`src/core/serial_port_pkg.sv`:
```
// constants shared by the serial port status and buffer block
package serial_port_pkg;

  // ===========================================
  // bus geometry
  localparam int ADDR_W = 8;
  localparam int DATA_W = 32;
  localparam int BYTE_W = 8;

  // ===========================================
  // register indices, byte address is four times the index
  localparam logic [5:0] CTRL_A_IDX = 6'h1A;
  localparam logic [5:0] CTRL_B_IDX = 6'h1B;
  localparam logic [5:0] BAUD_IDX = 6'h1C;
  localparam logic [5:0] STATUS_IDX = 6'h1D;
  localparam logic [5:0] DATA_IDX = 6'h1E;
  localparam logic [5:0] POWER_IDX = 6'h1F;

  // ===========================================
  // status field positions
  localparam int ST_PARITY_ERR = 7;
  localparam int ST_FRAMING_ERR = 6;
  localparam int ST_OVERRUN_ERR = 5;
  localparam int ST_UNUSED = 4;
  localparam int ST_RX_BUSY = 3;
  localparam int ST_RX_FULL = 2;
  localparam int ST_TX_BUSY = 1;
  localparam int ST_TX_FULL = 0;

  // ===========================================
  // control a field positions
  localparam int CA_TX_EN = 7;
  localparam int CA_RX_EN = 6;
  localparam int CA_TX_STOP2 = 5;
  localparam int CA_PARITY_EVEN = 4;
  localparam int CA_PARITY_ADD = 3;
  localparam int CA_IR_SEL = 2;
  localparam int CA_BASE_SEL = 1;

  // ===========================================
  // control b field positions
  localparam int CB_SAMPLE_LO = 3;
  localparam int CB_SAMPLE_W = 3;
  localparam int CB_NOISE_LO = 1;
  localparam int CB_NOISE_W = 2;
  localparam int CB_RX_STOP2 = 0;

  // ===========================================
  // power register field position
  localparam int PW_CLOCK_GATE = 0;

  // ===========================================
  // reset values
  localparam logic [7:0] CTRL_A_RST = 8'h00;
  localparam logic [7:0] CTRL_B_RST = 8'h00;
  localparam logic [7:0] BAUD_RST = 8'h00;
  localparam logic [7:0] RX_HOLD_RST = 8'h00;
  localparam logic [7:0] TX_HOLD_RST = 8'h00;
  localparam logic GATE_RST = 1'b0;

endpackage

```
`src/core/sticky_flag.sv`:
```
// one status flag, set has priority over clear
module sticky_flag
(
  input wire logic clock,
  input wire logic sys_rst,
  input wire logic set_pulse,
  input wire logic clear_pulse,
  output logic flag
);

  // ===========================================
  // flag storage
  always_ff @(posedge clock)
  begin
    if (sys_rst)
      flag <= 1'b0;
    else if (set_pulse)
      flag <= 1'b1;
    else if (clear_pulse)
      flag <= 1'b0;
  end

endmodule

```
`src/core/guarded_field.sv`:
```
// control field that takes a write only while unlocked
module guarded_field
#(
  parameter int WIDTH = 1,
  parameter logic [WIDTH-1:0] RESET_VALUE = '0
)
(
  input wire logic clock,
  input wire logic sys_rst,
  input wire logic write_strobe,
  input wire logic unlocked,
  input wire logic [WIDTH-1:0] write_value,
  output logic [WIDTH-1:0] value
);

  // ===========================================
  // locked writes leave the old value
  always_ff @(posedge clock)
  begin
    if (sys_rst)
      value <= RESET_VALUE;
    else if (write_strobe && unlocked)
      value <= write_value;
  end

endmodule

```
`src/core/serial_status_block.sv`:
```
// serial port status, data buffers, clock gate and write guard
//
// Decided for this implementation: the APB slave port.
module serial_status_block
(
  input wire logic clock,
  input wire logic sys_rst,
  input wire logic psel,
  input wire logic penable,
  input wire logic pwrite,
  input wire logic [serial_port_pkg::ADDR_W-1:0] paddr,
  input wire logic [serial_port_pkg::DATA_W-1:0] pwdata,
  output logic [serial_port_pkg::DATA_W-1:0] prdata,
  output logic pready,
  output logic pslverr,
  input wire logic stop_mode,
  input wire logic idle_lowpower_mode,
  input wire logic sleep_lowpower_mode,
  input wire logic engine_rx_busy,
  input wire logic engine_tx_busy,
  input wire logic rx_byte_valid,
  input wire logic [serial_port_pkg::BYTE_W-1:0] rx_byte,
  input wire logic parity_error_pulse,
  input wire logic framing_error_pulse,
  input wire logic tx_done_irq,
  output logic port_clock_on,
  output logic port_halt,
  output logic tx_enable,
  output logic rx_enable,
  output logic tx_stop2,
  output logic parity_even,
  output logic parity_add,
  output logic ir_output_sel,
  output logic base_clock_sel,
  output logic [serial_port_pkg::CB_SAMPLE_W-1:0] sample_count_sel,
  output logic [serial_port_pkg::CB_NOISE_W-1:0] noise_time_sel,
  output logic rx_stop2,
  output logic [serial_port_pkg::BYTE_W-1:0] baud_divisor,
  output logic [serial_port_pkg::BYTE_W-1:0] tx_byte,
  output logic tx_full_flag
);

  // ===========================================
  // state
  logic serial_clock_gate_en_reg;
  logic tx_enable_reg;
  logic rx_enable_reg;
  logic rx_busy_reg;
  logic tx_busy_reg;
  logic lowpower_reg;
  logic pready_reg;
  logic pslverr_reg;
  logic [serial_port_pkg::DATA_W-1:0] prdata_reg;
  logic [7:0] baud_reg;
  logic [7:0] serial_rx_holding_reg;
  logic [7:0] serial_tx_holding_reg;
  logic parity_error_flag;
  logic framing_error_flag;
  logic overrun_error_flag;
  logic rx_full_flag;
  logic tx_full_int;
  logic tx_stop2_val;
  logic parity_even_val;
  logic parity_add_val;
  logic ir_sel_val;
  logic base_sel_val;
  logic [serial_port_pkg::CB_SAMPLE_W-1:0] sample_val;
  logic [serial_port_pkg::CB_NOISE_W-1:0] noise_val;
  logic rx_stop2_val;

  // ===========================================
  // address decode
  wire [5:0] reg_index = paddr[7:2];
  wire aligned = (paddr[1:0] == 2'b00);
  wire hit_ctrl_a = aligned && (reg_index == serial_port_pkg::CTRL_A_IDX);
  wire hit_ctrl_b = aligned && (reg_index == serial_port_pkg::CTRL_B_IDX);
  wire hit_baud = aligned && (reg_index == serial_port_pkg::BAUD_IDX);
  wire hit_status = aligned && (reg_index == serial_port_pkg::STATUS_IDX);
  wire hit_data = aligned && (reg_index == serial_port_pkg::DATA_IDX);
  wire hit_power = aligned && (reg_index == serial_port_pkg::POWER_IDX);
  wire hit_any = hit_ctrl_a || hit_ctrl_b || hit_baud || hit_status
    || hit_data || hit_power;

  // ===========================================
  // bus phases
  wire setup_phase = psel && !penable;
  wire access_done = psel && penable && pready_reg;
  wire wr_done = access_done && pwrite && hit_any;
  wire rd_done = access_done && !pwrite && hit_any;
  wire [7:0] wbyte = pwdata[7:0];

  // ===========================================
  // clock gate and low-power mode
  wire lowpower_now = stop_mode || idle_lowpower_mode
    || sleep_lowpower_mode;
  wire lowpower_entry = lowpower_now && !lowpower_reg;
  wire port_live = serial_clock_gate_en_reg && !lowpower_now;
  wire port_wr = wr_done && serial_clock_gate_en_reg;

  // ===========================================
  // write strobes
  wire wr_ctrl_a = port_wr && hit_ctrl_a;
  wire wr_ctrl_b = port_wr && hit_ctrl_b;
  wire wr_baud = port_wr && hit_baud;
  wire wr_tx_hold = port_wr && hit_data;
  wire wr_power = wr_done && hit_power;
  wire rd_rx_hold = rd_done && hit_data;
  wire rd_status = rd_done && hit_status;

  // ===========================================
  // write guard conditions
  wire tx_idle = !tx_enable_reg && !tx_busy_reg;
  wire rx_idle = !rx_enable_reg && !rx_busy_reg;
  wire tx_unlock = tx_idle;
  wire all_unlock = tx_idle && rx_idle;
  wire rx_unlock = rx_idle;

  // ===========================================
  // receive and transmit events
  wire rx_take = rx_byte_valid && port_live;
  wire rx_store = rx_take && !rx_full_flag;
  wire rx_overrun = rx_take && rx_full_flag;
  wire tx_release = tx_done_irq && port_live;
  wire parity_err_set = parity_error_pulse && port_live;
  wire framing_err_set = framing_error_pulse && port_live;

  // ===========================================
  // status read clears only the errors that were reported
  wire parity_err_clr = (rd_status
    && prdata_reg[serial_port_pkg::ST_PARITY_ERR]) || lowpower_entry;
  wire framing_err_clr = (rd_status
    && prdata_reg[serial_port_pkg::ST_FRAMING_ERR]) || lowpower_entry;
  wire overrun_err_clr = (rd_status
    && prdata_reg[serial_port_pkg::ST_OVERRUN_ERR]) || lowpower_entry;
  wire rxf_clr = rd_rx_hold || lowpower_entry;
  wire txf_clr = tx_release || lowpower_entry;

  // ===========================================
  // status word
  wire [7:0] status_word = {parity_error_flag, framing_error_flag,
    overrun_error_flag, 1'b0, rx_busy_reg, rx_full_flag, tx_busy_reg,
    tx_full_int};

  wire [7:0] ctrl_a_word = {tx_enable_reg, rx_enable_reg, tx_stop2_val,
    parity_even_val, parity_add_val, ir_sel_val, base_sel_val, 1'b0};

  wire [7:0] ctrl_b_word = {2'b00, sample_val, noise_val, rx_stop2_val};

  wire [7:0] power_word = {7'h00, serial_clock_gate_en_reg};

  // ===========================================
  // read data select
  wire [7:0] read_byte = hit_ctrl_a ? ctrl_a_word
    : hit_ctrl_b ? ctrl_b_word
    : hit_baud ? baud_reg
    : hit_status ? status_word
    : hit_data ? serial_rx_holding_reg
    : hit_power ? power_word
    : 8'h00;

  wire [serial_port_pkg::DATA_W-1:0] prdata_next = setup_phase
    ? {24'h000000, read_byte} : prdata_reg;

  // ===========================================
  // error and buffer flags
  sticky_flag parity_err_i
  (
    .clock(clock),
    .sys_rst(sys_rst),
    .set_pulse(parity_err_set && !lowpower_entry),
    .clear_pulse(parity_err_clr),
    .flag(parity_error_flag)
  );

  sticky_flag framing_err_i
  (
    .clock(clock),
    .sys_rst(sys_rst),
    .set_pulse(framing_err_set && !lowpower_entry),
    .clear_pulse(framing_err_clr),
    .flag(framing_error_flag)
  );

  sticky_flag overrun_err_i
  (
    .clock(clock),
    .sys_rst(sys_rst),
    .set_pulse(rx_overrun && !lowpower_entry),
    .clear_pulse(overrun_err_clr),
    .flag(overrun_error_flag)
  );

  sticky_flag rx_full_i
  (
    .clock(clock),
    .sys_rst(sys_rst),
    .set_pulse(rx_store && !lowpower_entry),
    .clear_pulse(rxf_clr),
    .flag(rx_full_flag)
  );

  sticky_flag tx_full_i
  (
    .clock(clock),
    .sys_rst(sys_rst),
    .set_pulse(wr_tx_hold && !lowpower_now),
    .clear_pulse(txf_clr),
    .flag(tx_full_int)
  );

  // ===========================================
  // protected control fields
  guarded_field #(.WIDTH(1), .RESET_VALUE(1'b0)) tx_stop2_i
  (
    .clock(clock),
    .sys_rst(sys_rst),
    .write_strobe(wr_ctrl_a),
    .unlocked(tx_unlock),
    .write_value(wbyte[serial_port_pkg::CA_TX_STOP2]),
    .value(tx_stop2_val)
  );

  guarded_field #(.WIDTH(1), .RESET_VALUE(1'b0)) ir_sel_i
  (
    .clock(clock),
    .sys_rst(sys_rst),
    .write_strobe(wr_ctrl_a),
    .unlocked(tx_unlock),
    .write_value(wbyte[serial_port_pkg::CA_IR_SEL]),
    .value(ir_sel_val)
  );

  guarded_field #(.WIDTH(3), .RESET_VALUE(3'h0)) common_a_i
  (
    .clock(clock),
    .sys_rst(sys_rst),
    .write_strobe(wr_ctrl_a),
    .unlocked(all_unlock),
    .write_value({wbyte[serial_port_pkg::CA_PARITY_EVEN],
      wbyte[serial_port_pkg::CA_PARITY_ADD],
      wbyte[serial_port_pkg::CA_BASE_SEL]}),
    .value({parity_even_val, parity_add_val, base_sel_val})
  );

  guarded_field #(.WIDTH(serial_port_pkg::CB_SAMPLE_W),
    .RESET_VALUE(3'h0)) sample_i
  (
    .clock(clock),
    .sys_rst(sys_rst),
    .write_strobe(wr_ctrl_b),
    .unlocked(all_unlock),
    .write_value(wbyte[serial_port_pkg::CB_SAMPLE_LO
      +: serial_port_pkg::CB_SAMPLE_W]),
    .value(sample_val)
  );

  guarded_field #(.WIDTH(3), .RESET_VALUE(3'h0)) rx_fields_i
  (
    .clock(clock),
    .sys_rst(sys_rst),
    .write_strobe(wr_ctrl_b),
    .unlocked(rx_unlock),
    .write_value({wbyte[serial_port_pkg::CB_NOISE_LO
      +: serial_port_pkg::CB_NOISE_W],
      wbyte[serial_port_pkg::CB_RX_STOP2]}),
    .value({noise_val, rx_stop2_val})
  );

  // ===========================================
  // enables, cleared on low-power entry
  wire tx_enable_next = lowpower_now ? 1'b0
    : wr_ctrl_a ? wbyte[serial_port_pkg::CA_TX_EN] : tx_enable_reg;
  wire rx_enable_next = lowpower_now ? 1'b0
    : wr_ctrl_a ? wbyte[serial_port_pkg::CA_RX_EN] : rx_enable_reg;

  always_ff @(posedge clock)
  begin
    if (sys_rst)
    begin
      tx_enable_reg <= serial_port_pkg::CTRL_A_RST[serial_port_pkg::CA_TX_EN];
      rx_enable_reg <= serial_port_pkg::CTRL_A_RST[serial_port_pkg::CA_RX_EN];
    end
    else
    begin
      tx_enable_reg <= tx_enable_next;
      rx_enable_reg <= rx_enable_next;
    end
  end

  // ===========================================
  // busy flags follow the engines while the port runs
  always_ff @(posedge clock)
  begin
    if (sys_rst)
    begin
      rx_busy_reg <= 1'b0;
      tx_busy_reg <= 1'b0;
    end
    else
    begin
      rx_busy_reg <= engine_rx_busy && port_live;
      tx_busy_reg <= engine_tx_busy && port_live;
    end
  end

  // ===========================================
  // clock gate, baud and low-power tracking
  always_ff @(posedge clock)
  begin
    if (sys_rst)
    begin
      serial_clock_gate_en_reg <= serial_port_pkg::GATE_RST;
      baud_reg <= serial_port_pkg::BAUD_RST;
      lowpower_reg <= 1'b0;
    end
    else
    begin
      if (wr_power)
        serial_clock_gate_en_reg <= wbyte[serial_port_pkg::PW_CLOCK_GATE];
      if (wr_baud)
        baud_reg <= wbyte;
      lowpower_reg <= lowpower_now;
    end
  end

  // ===========================================
  // data buffers, cleared to zero on low-power entry
  wire [7:0] rx_hold_next = lowpower_entry ? serial_port_pkg::RX_HOLD_RST
    : rx_store ? rx_byte : serial_rx_holding_reg;
  wire [7:0] tx_hold_next = lowpower_entry ? serial_port_pkg::TX_HOLD_RST
    : (wr_tx_hold && !lowpower_now) ? wbyte
    : serial_tx_holding_reg;

  always_ff @(posedge clock)
  begin
    if (sys_rst)
    begin
      serial_rx_holding_reg <= serial_port_pkg::RX_HOLD_RST;
      serial_tx_holding_reg <= serial_port_pkg::TX_HOLD_RST;
    end
    else
    begin
      serial_rx_holding_reg <= rx_hold_next;
      serial_tx_holding_reg <= tx_hold_next;
    end
  end

  // ===========================================
  // bus answer, one access cycle, no wait states
  always_ff @(posedge clock)
  begin
    if (sys_rst)
    begin
      pready_reg <= 1'b0;
      pslverr_reg <= 1'b0;
      prdata_reg <= '0;
    end
    else
    begin
      pready_reg <= setup_phase;
      pslverr_reg <= setup_phase && !hit_any;
      prdata_reg <= prdata_next;
    end
  end

  // ===========================================
  // output drive
  always_ff @(posedge clock)
  begin
    if (sys_rst)
    begin
      port_clock_on <= 1'b0;
      port_halt <= 1'b1;
    end
    else
    begin
      port_clock_on <= serial_clock_gate_en_reg;
      port_halt <= !port_live;
    end
  end

  assign prdata = prdata_reg;
  assign pready = pready_reg;
  assign pslverr = pslverr_reg;
  assign tx_enable = tx_enable_reg;
  assign rx_enable = rx_enable_reg;
  assign tx_stop2 = tx_stop2_val;
  assign parity_even = parity_even_val;
  assign parity_add = parity_add_val;
  assign ir_output_sel = ir_sel_val;
  assign base_clock_sel = base_sel_val;
  assign sample_count_sel = sample_val;
  assign noise_time_sel = noise_val;
  assign rx_stop2 = rx_stop2_val;
  assign baud_divisor = baud_reg;
  assign tx_byte = serial_tx_holding_reg;
  assign tx_full_flag = tx_full_int;

endmodule

```
`config.mk`:
```
export PLATFORM = sky130hd
export DESIGN_NAME = serial_status_block
export DESIGN_NICKNAME = d
export VERILOG_FILES = /design/src/core/serial_port_pkg.sv /design/src/core/sticky_flag.sv /design/src/core/guarded_field.sv /design/src/core/serial_status_block.sv
export SDC_FILE = /design/constraint.sdc
export NUM_CORES = 1
export LEC_CHECK = 0
export BUFFER_PORTS_ARGS = -buffer_cell sky130_fd_sc_hd__clkbuf_2
export CORE_AREA = 4 4 79 100
export CTS_BUF_LIST = sky130_fd_sc_hd__clkbuf_4 sky130_fd_sc_hd__clkbuf_8
export CTS_CLUSTER_DIAMETER = 200
export DETAILED_ROUTE_END_ITERATION = 8
export DIE_AREA = 0 0 83 104
export PLACE_DENSITY = 0.8
export REMOVE_ABC_BUFFERS = 1
export SLEW_MARGIN = 10
export SYNTH_ARGS = -nofsm -noshare
export SYNTH_HDL_FRONTEND = slang
export SYNTH_SLANG_ARGS = --single-unit
```
`constraint.sdc`:
```
create_clock -name clock -period 2.4 [get_ports clock]
set_input_delay 0.12 -clock clock [delete_from_list [all_inputs] [get_ports clock]]
set_output_delay 0.12 -clock clock [all_outputs]
set_load 0.02 [all_outputs]
```
==> impl_metrics.toml <==
[synthesis]
synthCells = 329
yosys_warnings = 0
syn_area_um2 = 2860
synth_edf_count = 0
syn_area_per_cell_um2 = 8.68
synth-simple-area-share = 0.243
synth_xor_area_frac = 0
synth.area.mux_share = 0.108
synth_cell_type_count = 42
yosys.area_share.adder = 0
yosysSeqAreaShare = 0.406
ys_ff_latch = 58
ys.flop_type = "dfxtp_1"
synth_top_family_by_area = "simple AND/OR/NAND/NOR gates"
synthArstFlopShare = 0
synth_compound_area_frac = 0.147

[sta]
rsz0062_at_grt = "false"
period_share = 0.785
slew_headroom = 0.488
maxSlewViolCount = 0
period_needed_ns = 1.88
tns_ns = 0
finClkSkew_ns = 0.00609
fmax_ghz = 0.531
hold_viol_final = 0
worstMarginPinSlew_ns = 0.761
setup_viol = 0

[detailed_routing]
antenna_left = 0
viasPerCell = 5.36
wl_um = 8190
drt_iter0_markers = 224
route.detailed.drc = 0
num_vias = 2697
dr.pass1.iters = 4
wl_per_cell_um = 16.3

[pwr]
p_int_uw = 1460
swShare = 0.252
ir_drop_mv = 0.328
p_sw_uw = 493
power.density_nw_per_um2 = 566
p_seq_frac = 0.499
power_leakage_uw = 0.00146
p_clk_frac = 0.405
combPwrFrac = 0.096

[grt]
grt_pass1_vias = 2587
grt_start_max_net_pins = 40
overflow = 0
antenna_found_initial = 0
grt_pass1_wl_um = 12900
grt_use_total = 0.185

[floorplan]
die_h_um = 104
top_level_ports = 128
die_width_um = 83
core-area_um2 = 6890
die_area_um2 = 8630
initial_core_util = 0.414
rows = 34

[critical_path]
critPathLaunchType = "register"
rr_worst_depth = 4
path_class = "reg -> reg"
cp_max_fo = 5
cp_data_required_time_ns = 2.61
crit_path_end_kind = "register"
cp.arrival_ns = 2.10

[clocking]
post_cts_buffers = 0
clock_sinks = 58
cts_tree = "yes"
clockBufferDepth = 2
clock_latency_ns = 0.33
cts_root_buffer = "clkbuf_8"
clkTransAtPathRegs_ns = 0.06
cts_made_buffers = 9
h-tree-depth = 3

[final_layout]
areaGrowthSynthToFinish_pct = 21.1
fin_area_um2 = 3460
fin_nets = 471
antenna_cells = 0
regArea_um2 = 1160
multi_input_area_um2 = 1510
fillers = 704
drive_above_1_share = 0.264
fin_util = 0.502

[min_path]
hold_path_class = "in -> reg"
hold_depth = 3

[place]
portBuffers = 79
dp_hpwl_um = 6330
routabilityCongestion = 0.930
postPlaceCellArea_um2 = 3240

[outcome]
status = "completed"

[job]
maxCapViolCount = 0
## what timing repair did
action	CTS	global route
gates resized for setup	0	0
setup endpoints to repair	0	0
hold endpoints to repair	4	0
hold buffers	4	0
## metal layers
| metal | global-route usage | wire, um | vias to the layer above |
|---|---|---|---|
| li1 | - | - | 1305 |
| met2 | 0.311 | 4140 | 116 |
| met3 | 0.0523 | 593 | 17 |
| met1 | 0.211 | 3240 | 1259 |
| met4 | 0.0981 | 208 | 0 |
| met5 | 0 | 0 | - |
## final timing paths
kind / to / slack (ns) / startpoint
setup reg to reg: sample_i.value[2]$_SDFFE_PP0P_ / 0.52 / pready$_SDFF_PP0_
setup / recovery: sample_i.value[2]$_SDFFE_PP0P_ / 0.52 / pready$_SDFF_PP0_
hold / removal: serial_rx_holding_reg[0]$_SDFFE_PP0P_ / 0.02 / rx_byte[0]
hold reg to reg: tx_byte[4]$_SDFFE_PP0P_ / 0.48 / tx_byte[4]$_SDFFE_PP0P_
## stage by stage
stage / power (uW) / setup WS, ns / std cells / hold WS [ns]
after floorplan: 1090 / 0.538 / 309 / 0.187
after global placement: 1180 / 0.467 / 484 / 0.323
after detailed placement: 1180 / 0.446 / 484 / 0.329
after CTS: 1970 / 0.527 / 503 / 0.00755
after global routing: 2020 / 0.391 / 503 / 0.0339
final: 1960 / 0.516 / 503 / 0.0165
## cell usage after synthesis (5+ instances only)
cell / instances / area [um^2]
a21oi_1: 21 / 105
a221oi_1: 6 / 52.6
and2_1: 5 / 31.3
buf_4: 24 / 180
clkbuf_1: 17 / 63.8
dfxtp_1: 58 / 1160
inv_1: 5 / 18.8
mux2i_1: 24 / 240
nand2_1: 12 / 45.0
nand2b_1: 19 / 119
nand3_1: 20 / 100
nand4_1: 8 / 50.1
nor2_1: 23 / 86.3
nor3_1: 9 / 45.0
nor4_1: 5 / 31.3
o21ai_0: 23 / 115
o2bb2ai_1: 6 / 52.6
## worst max-delay path, stage by stage, from the launching register on
cell     delay, ns
dfxtp_1       0.37
and4_1        0.33
nand4_1       0.21
or4_1         0.69
mux2i_1       0.17
## cells by family after synthesis
logic type             Yosys count
AOI/OAI and AO/OA               68
buffers and inverters           48
other                            1
DFF                             58
and+or+nand+nor                125
muxes                           29
## placed cells by master, fill, tap and decap left out, types with 8 or more instances in the layout
cell and count:
a21oi_1 21, mux2i_1 24, o21ai_0 23, conb_1 24, nor2_1 23, nand4_1 8, dfxtp_1 58, clkbuf_8 11
nand2b_1 19, nor3_1 9, nand3_1 20, nand2_1 12, clkbuf_2 79
## layout make-up
cell class,count,area share
Multi-Input combinational cell,246,0.437
Timing Repair Buffer,89,0.139
Clock buffer,12,0.0459
Sequential cell,58,0.336
Tap cell,90,0.0326
Inverter,5,0.00543
Clock inverter,3,0.00434
## power by group through the flow
stage | clock network, uW | logic, uW | registers (uW)
global placement | 0 | 179 | 997
floorplan | 0 | 84.1 | 1000
global route | 837 | 203 | 977
detailed placement | 0 | 180 | 998
CTS | 806 | 186 | 976
finish | 792 | 188 | 976
(Power assumes the default switching activity.)
